==> src/rtl/uerx_defines.vh <==
// Purpose: Constants for the endpoint receive control/status block
// Assumes: APB byte addresses, one 32-bit word per register
// Notes: Offsets are chosen locally
`ifndef UERX_DEFINES_VH
`define UERX_DEFINES_VH
`define UERX_OFF_CSR1 12'h000
`define UERX_OFF_CSR2 12'h004
`define UERX_OFF_CSR3 12'h008
`define UERX_OFF_MODE 12'h00c
`define UERX_OFF_STAT 12'h010
// CSR1 bit positions
`define UERX_B_TWEN 26
`define UERX_B_TGL 25
`define UERX_B_INCOMP 24
`define UERX_B_CLEAR_TOGGLE 23
`define UERX_B_STALLF 22
`define UERX_B_STALLC 21
`define UERX_B_FLUSH 20
`define UERX_B_DERR 19
`define UERX_B_OVR 18
`define UERX_B_FULL 17
`define UERX_B_RDY 16
// Field codes
`define UERX_PROT_CTRL 2'h0
`define UERX_PROT_ISO 2'h1
`define UERX_PROT_BULK 2'h2
`define UERX_PROT_INT 2'h3
`define UERX_SPD_HIGH 2'h1
`define UERX_SPD_FULL 2'h2
`define UERX_SPD_LOW 2'h3
`define UERX_FSZ_8 4'h3
`define UERX_FSZ_4K 4'hc
`define UERX_FSZ_8K 4'hd
`define UERX_NODATA_TRIES 2'h3
`endif

==> src/rtl/uerx_ctrl.v <==
// Purpose: Per-endpoint receive control/status with host scheduling fields
// Assumes: USB link engine signals are synchronous one-cycle pulses on pclk
// Notes: APB slave, zero wait states, PSLVERR on unmapped addresses
`include "uerx_defines.vh"
`default_nettype none

// Behaviour
// - Host toggle readable, written only when enabled
// - Incomplete flag set on partial high-bandwidth packet
// - Clear-toggle write one zeros toggle
// - Device stall-sent flag set, software clears
// - Host stall-received flag plus interrupt event
// - Device answers STALL while send-stall set, except in ISO mode
// - In-request starts IN, clears on packet
// - Flush drops packet, clears ready, self-clears
// - Device ISO data error, cleared with ready
// - Host data error on CRC or bulk NAK timeout; only the timeout halts
// - Device ISO overrun flag, software clears
// - Host no-data error after three attempts
// - FIFO full reflects no free packet slot
// - Packet-received flag with event, software clears
// - Payload size is max payload times multiplier+1
// - Interval decode for interrupt and isochronous
// - Bulk NAK limit 2^(m-1), 0/1 disables
// - Speed and protocol field decodes
// - Host transactions use target endpoint number
// - Fourteen-bit byte count valid with ready
// - FIFO size codes reported read-only
module uerx_ctrl (
    input wire pclk,
    input wire presetn,
    input wire psel,
    input wire penable,
    input wire pwrite,
    input wire [11:0] paddr,
    input wire [31:0] pwdata,
    output reg [31:0] prdata,
    output wire pready,
    output wire pslverr,
    input wire host_mode,
    input wire [3:0] rx_fifo_size_code,
    input wire [3:0] tx_fifo_size_code,
    input wire pkt_rx_ok,
    input wire pkt_rx_crc_err,
    input wire pkt_rx_partial,
    input wire pkt_overrun,
    input wire stall_tx_done,
    input wire stall_rx,
    input wire nak_rx,
    input wire no_data_attempt,
    input wire frame_tick,
    input wire toggle_advance,
    input wire [13:0] fifo_bytes,
    input wire fifo_slot_free,
    output reg send_stall,
    output reg in_req_start,
    output reg fifo_flush,
    output reg rx_halted,
    output reg event_irq,
    output reg [3:0] target_ep,
    output reg [1:0] tx_speed,
    output reg [1:0] tx_protocol,
    output reg [17:0] payload_size,
    output reg [15:0] interval_frames
);

// ---------------------------------------------------------------
// Functions
// ---------------------------------------------------------------
// Power of two of m-1, zero for m of 0
function [15:0] pow_m1;
    input [7:0] m;
    begin
        if (m == 8'h00 || m > 8'h10) begin
            pow_m1 = 16'h0000;
        end else begin
            pow_m1 = 16'h0001 << (m[4:0] - 5'h01);
        end
    end
endfunction

// Bytes for a FIFO size code, zero when reserved
function [13:0] fsz_bytes;
    input [3:0] c;
    begin
        if (c >= `UERX_FSZ_8 && c <= `UERX_FSZ_8K) begin
            fsz_bytes = 14'h0008 << (c - `UERX_FSZ_8);
        end else begin
            fsz_bytes = 14'h0000;
        end
    end
endfunction

// Bulk NAK limit; zero and one both turn the timeout off
function [15:0] nak_lim;
    input [7:0] m;
    begin
        if (m < 8'h02) begin
            nak_lim = 16'h0000;
        end else begin
            nak_lim = pow_m1(m);
        end
    end
endfunction

// Third attempt in a row without data
function last_try;
    input [1:0] t;
    begin
        last_try = t == `UERX_NODATA_TRIES - 2'h1;
    end
endfunction

// ---------------------------------------------------------------
// Registers
// ---------------------------------------------------------------
reg toggle_value_reg;
reg toggle_write_enable_reg;
reg incomplete_rx_flag_reg;
reg stall_flag_reg;
reg send_stall_ctrl_reg;
reg in_request_reg;
reg derr_flag_reg;
reg ovr_err_flag_reg;
reg packet_received_flag_reg;
reg [4:0] payload_multiplier_reg;
reg [10:0] rx_max_payload_reg;
reg [7:0] tx_interval_nak_limit_reg;
reg [1:0] tx_speed_reg;
reg [1:0] tx_proto_reg;
reg [3:0] tx_tep_reg;
reg [7:0] rx_interval_nak_limit_reg;
reg [1:0] rx_speed_reg;
reg [1:0] rx_proto_reg;
reg [3:0] rx_tep_reg;
reg iso_mode_reg;
reg [15:0] nak_frames_reg;
reg nak_active_reg;
reg [1:0] tries_reg;
reg in_req_q_reg;

wire wr_en = psel & penable & pwrite;
wire rd_sel = psel & ~pwrite;
wire a1 = paddr == `UERX_OFF_CSR1;
wire a2 = paddr == `UERX_OFF_CSR2;
wire a3 = paddr == `UERX_OFF_CSR3;
wire am = paddr == `UERX_OFF_MODE;
wire mapped = a1 | a2 | a3 | am;
// Status word is read-only, so only writes to it are refused
wire ast = paddr == `UERX_OFF_STAT;
wire w1 = wr_en & a1;
wire is_iso = host_mode ? (rx_proto_reg == `UERX_PROT_ISO) : iso_mode_reg;
wire is_bulk = rx_proto_reg == `UERX_PROT_BULK;
wire [15:0] nak_limit = nak_lim(rx_interval_nak_limit_reg);
// Halting clears the timer, so the timeout lasts one cycle
wire nak_timeout = host_mode & is_bulk & (nak_limit != 16'h0000) &
    nak_active_reg & (nak_frames_reg >= nak_limit);
wire rdy_clr = (w1 & ~pwdata[`UERX_B_RDY]) | (w1 & pwdata[`UERX_B_FLUSH]);

// No wait states: read data is captured in the setup cycle
assign pready = 1'b1;
assign pslverr = psel & penable & ~mapped & ~(ast & ~pwrite);

// ---------------------------------------------------------------
// Control and status state
// ---------------------------------------------------------------
always @(posedge pclk or negedge presetn) begin
    if (!presetn) begin
        toggle_value_reg <= 1'b0;
        toggle_write_enable_reg <= 1'b0;
        incomplete_rx_flag_reg <= 1'b0;
        stall_flag_reg <= 1'b0;
        send_stall_ctrl_reg <= 1'b0;
        in_request_reg <= 1'b0;
        derr_flag_reg <= 1'b0;
        ovr_err_flag_reg <= 1'b0;
        packet_received_flag_reg <= 1'b0;
        payload_multiplier_reg <= 5'h00;
        rx_max_payload_reg <= 11'h000;
        tx_interval_nak_limit_reg <= 8'h00;
        tx_speed_reg <= 2'h0;
        tx_proto_reg <= 2'h0;
        tx_tep_reg <= 4'h0;
        rx_interval_nak_limit_reg <= 8'h00;
        rx_speed_reg <= 2'h0;
        rx_proto_reg <= 2'h0;
        rx_tep_reg <= 4'h0;
        iso_mode_reg <= 1'b0;
        in_req_q_reg <= 1'b0;
    end else begin
        in_req_q_reg <= in_request_reg;
        // Data toggle: clear wins over a write and over link advance
        if (w1 && pwdata[`UERX_B_CLEAR_TOGGLE]) begin
            toggle_value_reg <= 1'b0;
        end else if (w1 && host_mode && pwdata[`UERX_B_TWEN]) begin
            toggle_value_reg <= pwdata[`UERX_B_TGL];
        end else if (toggle_advance) begin
            toggle_value_reg <= ~toggle_value_reg;
        end
        if (w1) begin
            toggle_write_enable_reg <= pwdata[`UERX_B_TWEN];
            payload_multiplier_reg <= pwdata[15:11];
            rx_max_payload_reg <= pwdata[10:0];
        end
        // Sticky flags: hardware set beats software clear
        if (pkt_rx_partial && is_iso) begin
            incomplete_rx_flag_reg <= 1'b1;
        end else if (w1 && !pwdata[`UERX_B_INCOMP]) begin
            incomplete_rx_flag_reg <= 1'b0;
        end
        if ((stall_tx_done && !host_mode) || (stall_rx && host_mode)) begin
            stall_flag_reg <= 1'b1;
        end else if (w1 && !pwdata[`UERX_B_STALLF]) begin
            stall_flag_reg <= 1'b0;
        end
        // Shared bit: send-stall in device mode, in-request in host mode
        if (w1 && !host_mode) begin
            send_stall_ctrl_reg <= pwdata[`UERX_B_STALLC];
        end
        if (pkt_rx_ok || !host_mode || nak_timeout) begin
            in_request_reg <= 1'b0;
        end else if (w1) begin
            in_request_reg <= pwdata[`UERX_B_STALLC];
        end
        if (pkt_rx_ok) begin
            packet_received_flag_reg <= 1'b1;
        end else if (rdy_clr) begin
            packet_received_flag_reg <= 1'b0;
        end
        // Data error: device clears with ready, host by software
        if ((pkt_rx_crc_err && (host_mode || is_iso)) || nak_timeout) begin
            derr_flag_reg <= 1'b1;
        end else if (!host_mode && rdy_clr) begin
            derr_flag_reg <= 1'b0;
        end else if (host_mode && w1 && !pwdata[`UERX_B_DERR]) begin
            derr_flag_reg <= 1'b0;
        end
        // Overrun in device, no-data error in host
        if ((pkt_overrun && !host_mode && is_iso) ||
            (no_data_attempt && host_mode && !is_iso &&
             last_try(tries_reg))) begin
            ovr_err_flag_reg <= 1'b1;
        end else if (w1 && !pwdata[`UERX_B_OVR]) begin
            ovr_err_flag_reg <= 1'b0;
        end
        if (wr_en && a2) begin
            tx_interval_nak_limit_reg <= pwdata[31:24];
            tx_speed_reg <= pwdata[23:22];
            tx_proto_reg <= pwdata[21:20];
            tx_tep_reg <= pwdata[19:16];
        end
        if (wr_en && a3) begin
            rx_interval_nak_limit_reg <= pwdata[15:8];
            rx_speed_reg <= pwdata[7:6];
            rx_proto_reg <= pwdata[5:4];
            rx_tep_reg <= pwdata[3:0];
        end
        if (wr_en && am) begin
            iso_mode_reg <= pwdata[0];
        end
    end
end

// ---------------------------------------------------------------
// Retry and NAK limit counters
// ---------------------------------------------------------------
always @(posedge pclk or negedge presetn) begin
    if (!presetn) begin
        nak_frames_reg <= 16'h0000;
        nak_active_reg <= 1'b0;
        tries_reg <= 2'h0;
    end else begin
        if (pkt_rx_ok || in_req_start) begin
            tries_reg <= 2'h0;
        end else if (no_data_attempt && !last_try(tries_reg)) begin
            tries_reg <= tries_reg + 2'h1;
        end else if (no_data_attempt) begin
            tries_reg <= 2'h0;
        end
        // Frames still counted when a NAK lands on the same tick
        if (pkt_rx_ok || in_req_start || nak_timeout) begin
            nak_active_reg <= 1'b0;
            nak_frames_reg <= 16'h0000;
        end else begin
            if (nak_rx) begin
                nak_active_reg <= 1'b1;
            end
            if (frame_tick && nak_active_reg && nak_frames_reg != 16'hffff) begin
                nak_frames_reg <= nak_frames_reg + 16'h0001;
            end
        end
    end
end

// ---------------------------------------------------------------
// Link-facing outputs
// ---------------------------------------------------------------
always @(posedge pclk or negedge presetn) begin
    if (!presetn) begin
        send_stall <= 1'b0;
        in_req_start <= 1'b0;
        fifo_flush <= 1'b0;
        rx_halted <= 1'b0;
        event_irq <= 1'b0;
        target_ep <= 4'h0;
        tx_speed <= 2'h0;
        tx_protocol <= 2'h0;
        payload_size <= 18'h00000;
        interval_frames <= 16'h0000;
    end else begin
        // No stall on isochronous endpoints
        send_stall <= send_stall_ctrl_reg & ~host_mode & ~iso_mode_reg;
        in_req_start <= in_request_reg & ~in_req_q_reg;
        fifo_flush <= w1 & pwdata[`UERX_B_FLUSH];
        if (nak_timeout) begin
            rx_halted <= 1'b1;
        end else if (in_req_start) begin
            rx_halted <= 1'b0;
        end
        event_irq <= pkt_rx_ok | (stall_rx & host_mode) |
            (no_data_attempt & host_mode & ~is_iso &
             last_try(tries_reg));
        target_ep <= tx_tep_reg;
        tx_speed <= tx_speed_reg;
        tx_protocol <= tx_proto_reg;
        payload_size <= rx_max_payload_reg * ({2'b00, payload_multiplier_reg} + 7'h01);
        if (tx_proto_reg == `UERX_PROT_INT && tx_speed_reg != `UERX_SPD_HIGH) begin
            interval_frames <= {8'h00, tx_interval_nak_limit_reg};
        end else if (tx_proto_reg == `UERX_PROT_BULK) begin
            interval_frames <= nak_lim(tx_interval_nak_limit_reg);
        end else begin
            interval_frames <= pow_m1(tx_interval_nak_limit_reg);
        end
    end
end

// ---------------------------------------------------------------
// APB read mux
// ---------------------------------------------------------------
// Flags that do not apply to the current transfer type read as zero
always @(posedge pclk or negedge presetn) begin
    if (!presetn) begin
        prdata <= 32'h00000000;
    end else if (rd_sel && !penable) begin
        if (a1) begin
            prdata <= {5'h00, toggle_write_enable_reg,
                host_mode & toggle_value_reg,
                incomplete_rx_flag_reg & is_iso,
                1'b0, stall_flag_reg,
                host_mode ? in_request_reg : send_stall_ctrl_reg,
                1'b0, derr_flag_reg & (host_mode | is_iso),
                ovr_err_flag_reg & (host_mode ? ~is_iso : is_iso),
                ~fifo_slot_free,
                packet_received_flag_reg,
                payload_multiplier_reg, rx_max_payload_reg};
        end else if (a2) begin
            prdata <= {tx_interval_nak_limit_reg, tx_speed_reg, tx_proto_reg, tx_tep_reg,
                2'h0, packet_received_flag_reg ? fifo_bytes : 14'h0000};
        end else if (a3) begin
            prdata <= {rx_fifo_size_code, tx_fifo_size_code, 8'h00,
                rx_interval_nak_limit_reg, rx_speed_reg, rx_proto_reg, rx_tep_reg};
        end else if (am) begin
            prdata <= {31'h00000000, iso_mode_reg};
        end else if (ast) begin
            prdata <= {4'h0, fsz_bytes(rx_fifo_size_code), fsz_bytes(tx_fifo_size_code)};
        end else begin
            prdata <= 32'h00000000;
        end
    end
end

endmodule // uerx_ctrl
`default_nettype wire

==> config.mk <==
export PLATFORM = sky130hd
export DESIGN_NAME = uerx_ctrl
export DESIGN_NICKNAME = d
export VERILOG_FILES = /design/src/rtl/uerx_ctrl.v
export VERILOG_INCLUDE_DIRS = /design/src /design/src/rtl
export SDC_FILE = /design/constraint.sdc
export NUM_CORES = 1
export LEC_CHECK = 0
export BUFFER_PORTS_ARGS = -buffer_cell sky130_fd_sc_hd__buf_2
export CAP_MARGIN = 20
export CORE_ASPECT_RATIO = 2
export CORE_UTILIZATION = 45
export CTS_CLUSTER_DIAMETER = 60
export CTS_CLUSTER_SIZE = 12
export DETAILED_ROUTE_END_ITERATION = 10
export GPL_ROUTABILITY_DRIVEN = 0
export PLACE_DENSITY = 0.8
export SLEW_MARGIN = 10
export SYNTH_ARGS = -nofsm -noshare
export SYNTH_HDL_FRONTEND = slang
export SYNTH_SLANG_ARGS = --single-unit
==> constraint.sdc <==
create_clock -name pclk -period 4.6 [get_ports pclk]
set_input_delay 0.69 -clock pclk [delete_from_list [all_inputs] [get_ports pclk]]
set_output_delay 0.69 -clock pclk [all_outputs]
set_load 0.03 [all_outputs]
Word-level counts from Yosys, hierarchy flattened
Cells that the tools add are included.
Storage, ports and cells
  register bits after elaboration: 156
  bits in latches: 0
  memory bits (writable): 0
  bits in read-only memories: 0
  input bits: 83
  memories: 0
Operators by class
  add/sub/neg operators: 7
  multipliers: 1
  divide/modulo/power cells: 0
  $lt $le $gt $ge: 9
  equality and inequality tests: 11
  shifts and indexed selects: 4
  mux-type cells: 42
  bitwise gates (word level): 41
  reduce and logical (&&, ||, !) cells: 61
Operators with widths (count)
  2-to-1 mux 16 bit: 8
  2-to-1 mux 32 bit: 3
  2-to-1 mux 28 bit: 2
  2-to-1 mux 14 bit: 3
  << shifter 1 x 5 -> 16 bit, first input constant: 2
  logical AND 1 bit: 28
  << shifter 4 x 4 -> 14 bit, first input constant: 2
  bitwise AND 1 bit: 24
  == test 12 x 4 -> 1 bit, second input constant: 2
  2-to-1 mux 1 bit: 23
  multiplier 11 x 6 -> 17 bit: 1
  adder 16 x 1 -> 16 bit, second input constant: 1
  greater-or-equal comparator 16 bit: 1
  greater-than comparator 8 x 5 -> 1 bit, second input constant: 2
  logical NOT 8 bit: 2
  less-than comparator 8 x 2 -> 1 bit, second input constant: 2
  inequality test 16 bit, second input constant: 1
  nonzero test 16 bit: 1
  nonzero test 2 bit: 8
  == test 12 x 3 -> 1 bit, second input constant: 1
  == test 12 x 5 -> 1 bit, second input constant: 1
  logical NOT 12 bit: 1
  logical OR 1 bit: 10
  inverter 1 bit: 10
  other kinds (13): 37

Depth between registers and ports, before layout
  depth after elaboration: 10
  depth in mapped cells: 18

Least setup slack after synthesis
No wires, ideal clock.
  path kind: flip-flop to flip-flop
  start point: register payload_multiplier_reg[0]
  end point: register payload_size[15]
  setup time: 0.080 ns
  arrival time: 4.270 ns
  path slack: 0.250 ns
  cell stages (with the launch flop): 18
  period minus slack after synthesis: 4.350 ns
  cell sequence: dfrtp_1 ha_1 nand3_1 xnor2_1 clkbuf_1 and2_1 fa_1 fa_1 inv_1 fa_1 inv_1 ha_1 o21ai_0 nor2_1 o41a_1 a211o_1 a21oi_1 xnor2_1
Between the ends
  word-level cells in the longest chain between the ends: 2
Ends and longest elaborated chain
  from (decl): line uerx_ctrl.v:126  | reg [4:0] payload_multiplier_reg;
  from (signal assigned): line uerx_ctrl.v:202  | payload_multiplier_reg <= pwdata[15:11];
  adder 5 x 1 -> 6 bit: line uerx_ctrl.v:326  | payload_size <= rx_max_payload_reg * ({2'b00, payload_multiplier_reg} + 7'h01);
  multiplier 11 x 6 -> 17 bit: line uerx_ctrl.v:326
  to (signal assigned): line uerx_ctrl.v:326
  to (decl): line uerx_ctrl.v:63  | output reg [17:0] payload_size,
Every way passes these cells.
A chain may end at the register's enable or synchronous reset.

Worst setup path after layout
Ends and elaborated chain as after synthesis.

==> flow_metrics.py <==
metrics = {
    "outcome": {
        "outcome": "complete, no violations",
    },
    "synth": {
        "yosys.area.top_type": "dfrtp_1",
        "synth_area_um2": 9200,
        "ys_top_cells_by_count": "dfrtp_1, nand2_1, nor2_1",
        "yosysTopAreaCellShare_pct": 42.4,
        "syn_nets": 1092,
        "synth_edf_count": 0,
        "synthDistinctLibCells": 67,
        "synth_most_common_cell": "dfrtp_1",
        "netlist_instances": 926,
        "ys_seq_area_share_pct": 42.4,
        "yosysWarnings": 0,
        "synthTopCellsByArea": "dfrtp_1, fa_1, ha_1",
        "ys_ff_latch": 156,
        "ys.flop_type": "dfrtp_1",
        "avgSynthCellArea_um2": 9.94,
        "synth-async-reset-ratio_pct": 100,
    },
    "worst_setup_path": {
        "crit_path_end_kind": "register",
        "cp.arrival_ns": 4.84,
        "cp-start-kind": "register",
        "r2r_setup_slack_ns": 0.14,
        "path_class": "register to register",
        "rr_worst_depth": 16,
        "required_ns": 4.97,
        "cp_max_fo": 6,
    },
    "power": {
        "intPower_mw": 2.29,
        "total_power_mw": 3.12,
        "leakagePower_nw": 5.62,
        "p_clk_share_pct": 45.3,
        "seqPwrFrac_pct": 46.0,
        "irDropWorstVdd_v": 0.000181,
        "p_sw_mw": 0.837,
        "powerDensity_nw_per_um2": 281,
        "switching_share_pct": 26.8,
        "p_comb_share_pct": 8.6,
    },
    "routing": {
        "wirelength_um": 26400,
        "wire_per_inst_um": 19.3,
        "num_vias": 7765,
        "vias_per_cell": 5.68,
        "drt-initial-drc-count": 494,
        "route.detailed.drc": 0,
        "dr.pass1.iters": 7,
        "final_antenna_net_count": 0,
    },
    "final_layout": {
        "syn_to_final_growth_pct": 20.9,
        "fin_nets": 1256,
        "top_regs": "prdata x32, payload_size x17",
        "n_fill_cell": 1793,
        "largest-register": "prdata",
        "postLayoutCellArea_um2": 11100,
        "layout-drive-gt1-share_pct": 24.8,
        "finish.utilization_pct": 55.9,
        "largest_register_ffs": 32,
    },
    "clock_tree": {
        "clockBufferDepth": 2,
        "clkTransAtPathRegs_ns": 0.07,
        "root_buffer": "clkbuf_16",
        "cts_num_sinks": 156,
        "cts_hold_buf": 0,
        "htreeDepth": 4,
        "cts_made_buffers": 17,
        "worst_skew_pair.late_latency_ns": 0.45,
        "cts_tree": "yes",
    },
    "timing": {
        "setup_slack_ns": 0.135,
        "slew_viol_final": 0,
        "tightestPinTransition_ns": 0.850,
        "setup_viol": 0,
        "relSlewSlack_pct": 42.5,
        "finalHoldViolations": 0,
        "clock_skew_ns": 0.0117,
        "period_needed_ns": 4.46,
        "clock.fmax_mhz": 224,
        "finalCritPeriodShare_pct": 97.1,
        "tns_ns": 0,
    },
    "grt": {
        "antenna_found_initial": 1,
        "grt_pass1_wl_um": 41100,
        "grt_max_degree": 86,
        "grt_overflow_total": 0,
        "grtUsageTotal_pct": 26.3,
        "grt_pass1_vias": 7838,
    },
    "floorplanning": {
        "die_y_um": 204,
        "dieArea_um2": 21100,
        "die_w_um": 103,
        "io_pins": 164,
        "core-area_um2": 19900,
        "start_util_pct": 46.2,
        "core.rowCount": 73,
    },
    "hold_path": {
        "hold_class": "input port to async pin",
    },
    "placed_design": {
        "dp_hpwl_um": 19500,
        "place_ws_ns": -0.141,
        "dpl_cell_area_um2": 10300,
        "io_buffers": 161,
    },
    "run": {
        "drv_cap": 0,
    },
}
[cell families after synthesis]
logic type / Yosys count / synth area share (%)
flops: 156 / 42.4
xor+xnor: 30 / 2.86
compound gates: 144 / 10.7
other cells: 2 / 0.0816
mux: 39 / 4.71
fa+ha+maj: 83 / 14.3
simple gates: 373 / 20.6
buf+inv: 99 / 4.35
[critical path, stage by stage, from the launching register on]
cell and delay (ns):
dfrtp_1 0.43, buf_6 0.14, nand3_1 0.10, xnor2_2 0.29
and2_1 0.22, fa_1 0.46, fa_1 0.55, inv_1 0.05
fa_1 0.52, inv_1 0.04, ha_1 0.25, a211oi_2 0.24
nor2_2 0.08, o41a_1 0.44, a211o_1 0.33, a21oi_2 0.14
xnor2_1 0.12
[layout by cell type (no fill, tap or decap), drive strengths merged, types with 5 or more instances in the layout]
| cell type | Yosys | layout |
|---|---|---|
| nand4 | 11 | 11 |
| and3 | 7 | 7 |
| xor2 | 17 | 17 |
| dfrtp | 156 | 156 |
| ha | 46 | 46 |
| a221oi | 6 | 6 |
| buf | 11 | 183 |
| nor3b | 6 | 6 |
| o21ai | 41 | 41 |
| nand2b | 7 | 7 |
| inv | 61 | 67 |
| a22oi | 7 | 7 |
| xnor2 | 13 | 13 |
| and4 | 5 | 5 |
| mux2i | 5 | 5 |
| nor2 | 73 | 73 |
| fa | 37 | 37 |
| clkbuf | 27 | 20 |
| nand2 | 140 | 140 |
| nor3 | 20 | 20 |
| a31oi | 12 | 12 |
| a211oi | 8 | 8 |
| mux2 | 34 | 34 |
| nor2b | 21 | 21 |
| nand3 | 17 | 17 |
| a21o | 6 | 6 |
| a222oi | 14 | 14 |
| a21oi | 23 | 23 |
| and2 | 50 | 50 |
[final timing paths]
path	to	from
setup / recovery	payload_size[15]$_DFF_PN0_	payload_multiplier_reg[0]$_DFFE_PN0P_
hold / removal	payload_size[16]$_DFF_PN0_	presetn
setup reg to reg	payload_size[15]$_DFF_PN0_	payload_multiplier_reg[0]$_DFFE_PN0P_
hold reg to reg	in_req_start$_DFF_PN0_	in_req_q_reg$_DFF_PN0_
max in group asynchronous	prdata[21]$_DFFE_PN0P_	presetn
min in group pclk	in_req_start$_DFF_PN0_	in_req_q_reg$_DFF_PN0_
[layout make-up]
class	count	area [um2]	area share (%)
repair buffers	183	1040	9.36
diodes	1	2.50	0.0225
flip-flops and latches	156	3910	35.1
clock buffers	20	457	4.11
inverters	61	229	2.06
clock inverters	12	128	1.15
well taps	262	328	2.95
multi-input cells	671	5030	45.3
[repair_timing]
action	4_1_cts	5_1_grt
setup endpoints to repair	4	4
buffers inserted	0	9
resized for setup	3	22
pin swaps	0	13
[per-layer routing]
| metal | vias up | share of wire [%] | global-route usage (%) |
|---|---|---|---|
| met5 | - | 0.030 | 0 |
| met3 | 95 | 5.7 | 4.31 |
| met4 | 2 | 6.2 | 16.5 |
| met2 | 358 | 54 | 47.3 |
| met1 | 3812 | 34 | 27.7 |
| li1 | 3498 | - | - |
[power groups by stage]
stage	clock network [mW]	registers (mW)	logic, mW
after floorplan	0	1.51	0.0810
after detailed placement	0	1.46	0.266
after CTS	1.43	1.44	0.268
after global placement	0	1.46	0.260
after global routing	1.49	1.44	0.293
final	1.42	1.44	0.270
[metrics by stage]
stage	std cells	hold WS, ns
floorplan	926	0.367
global placement	1321	0.383
detailed placement	1322	0.386
CTS	1354	0.286
global route	1365	0.309
finish	1366	0.243
Note: power is estimated with default switching activity, not from simulation.
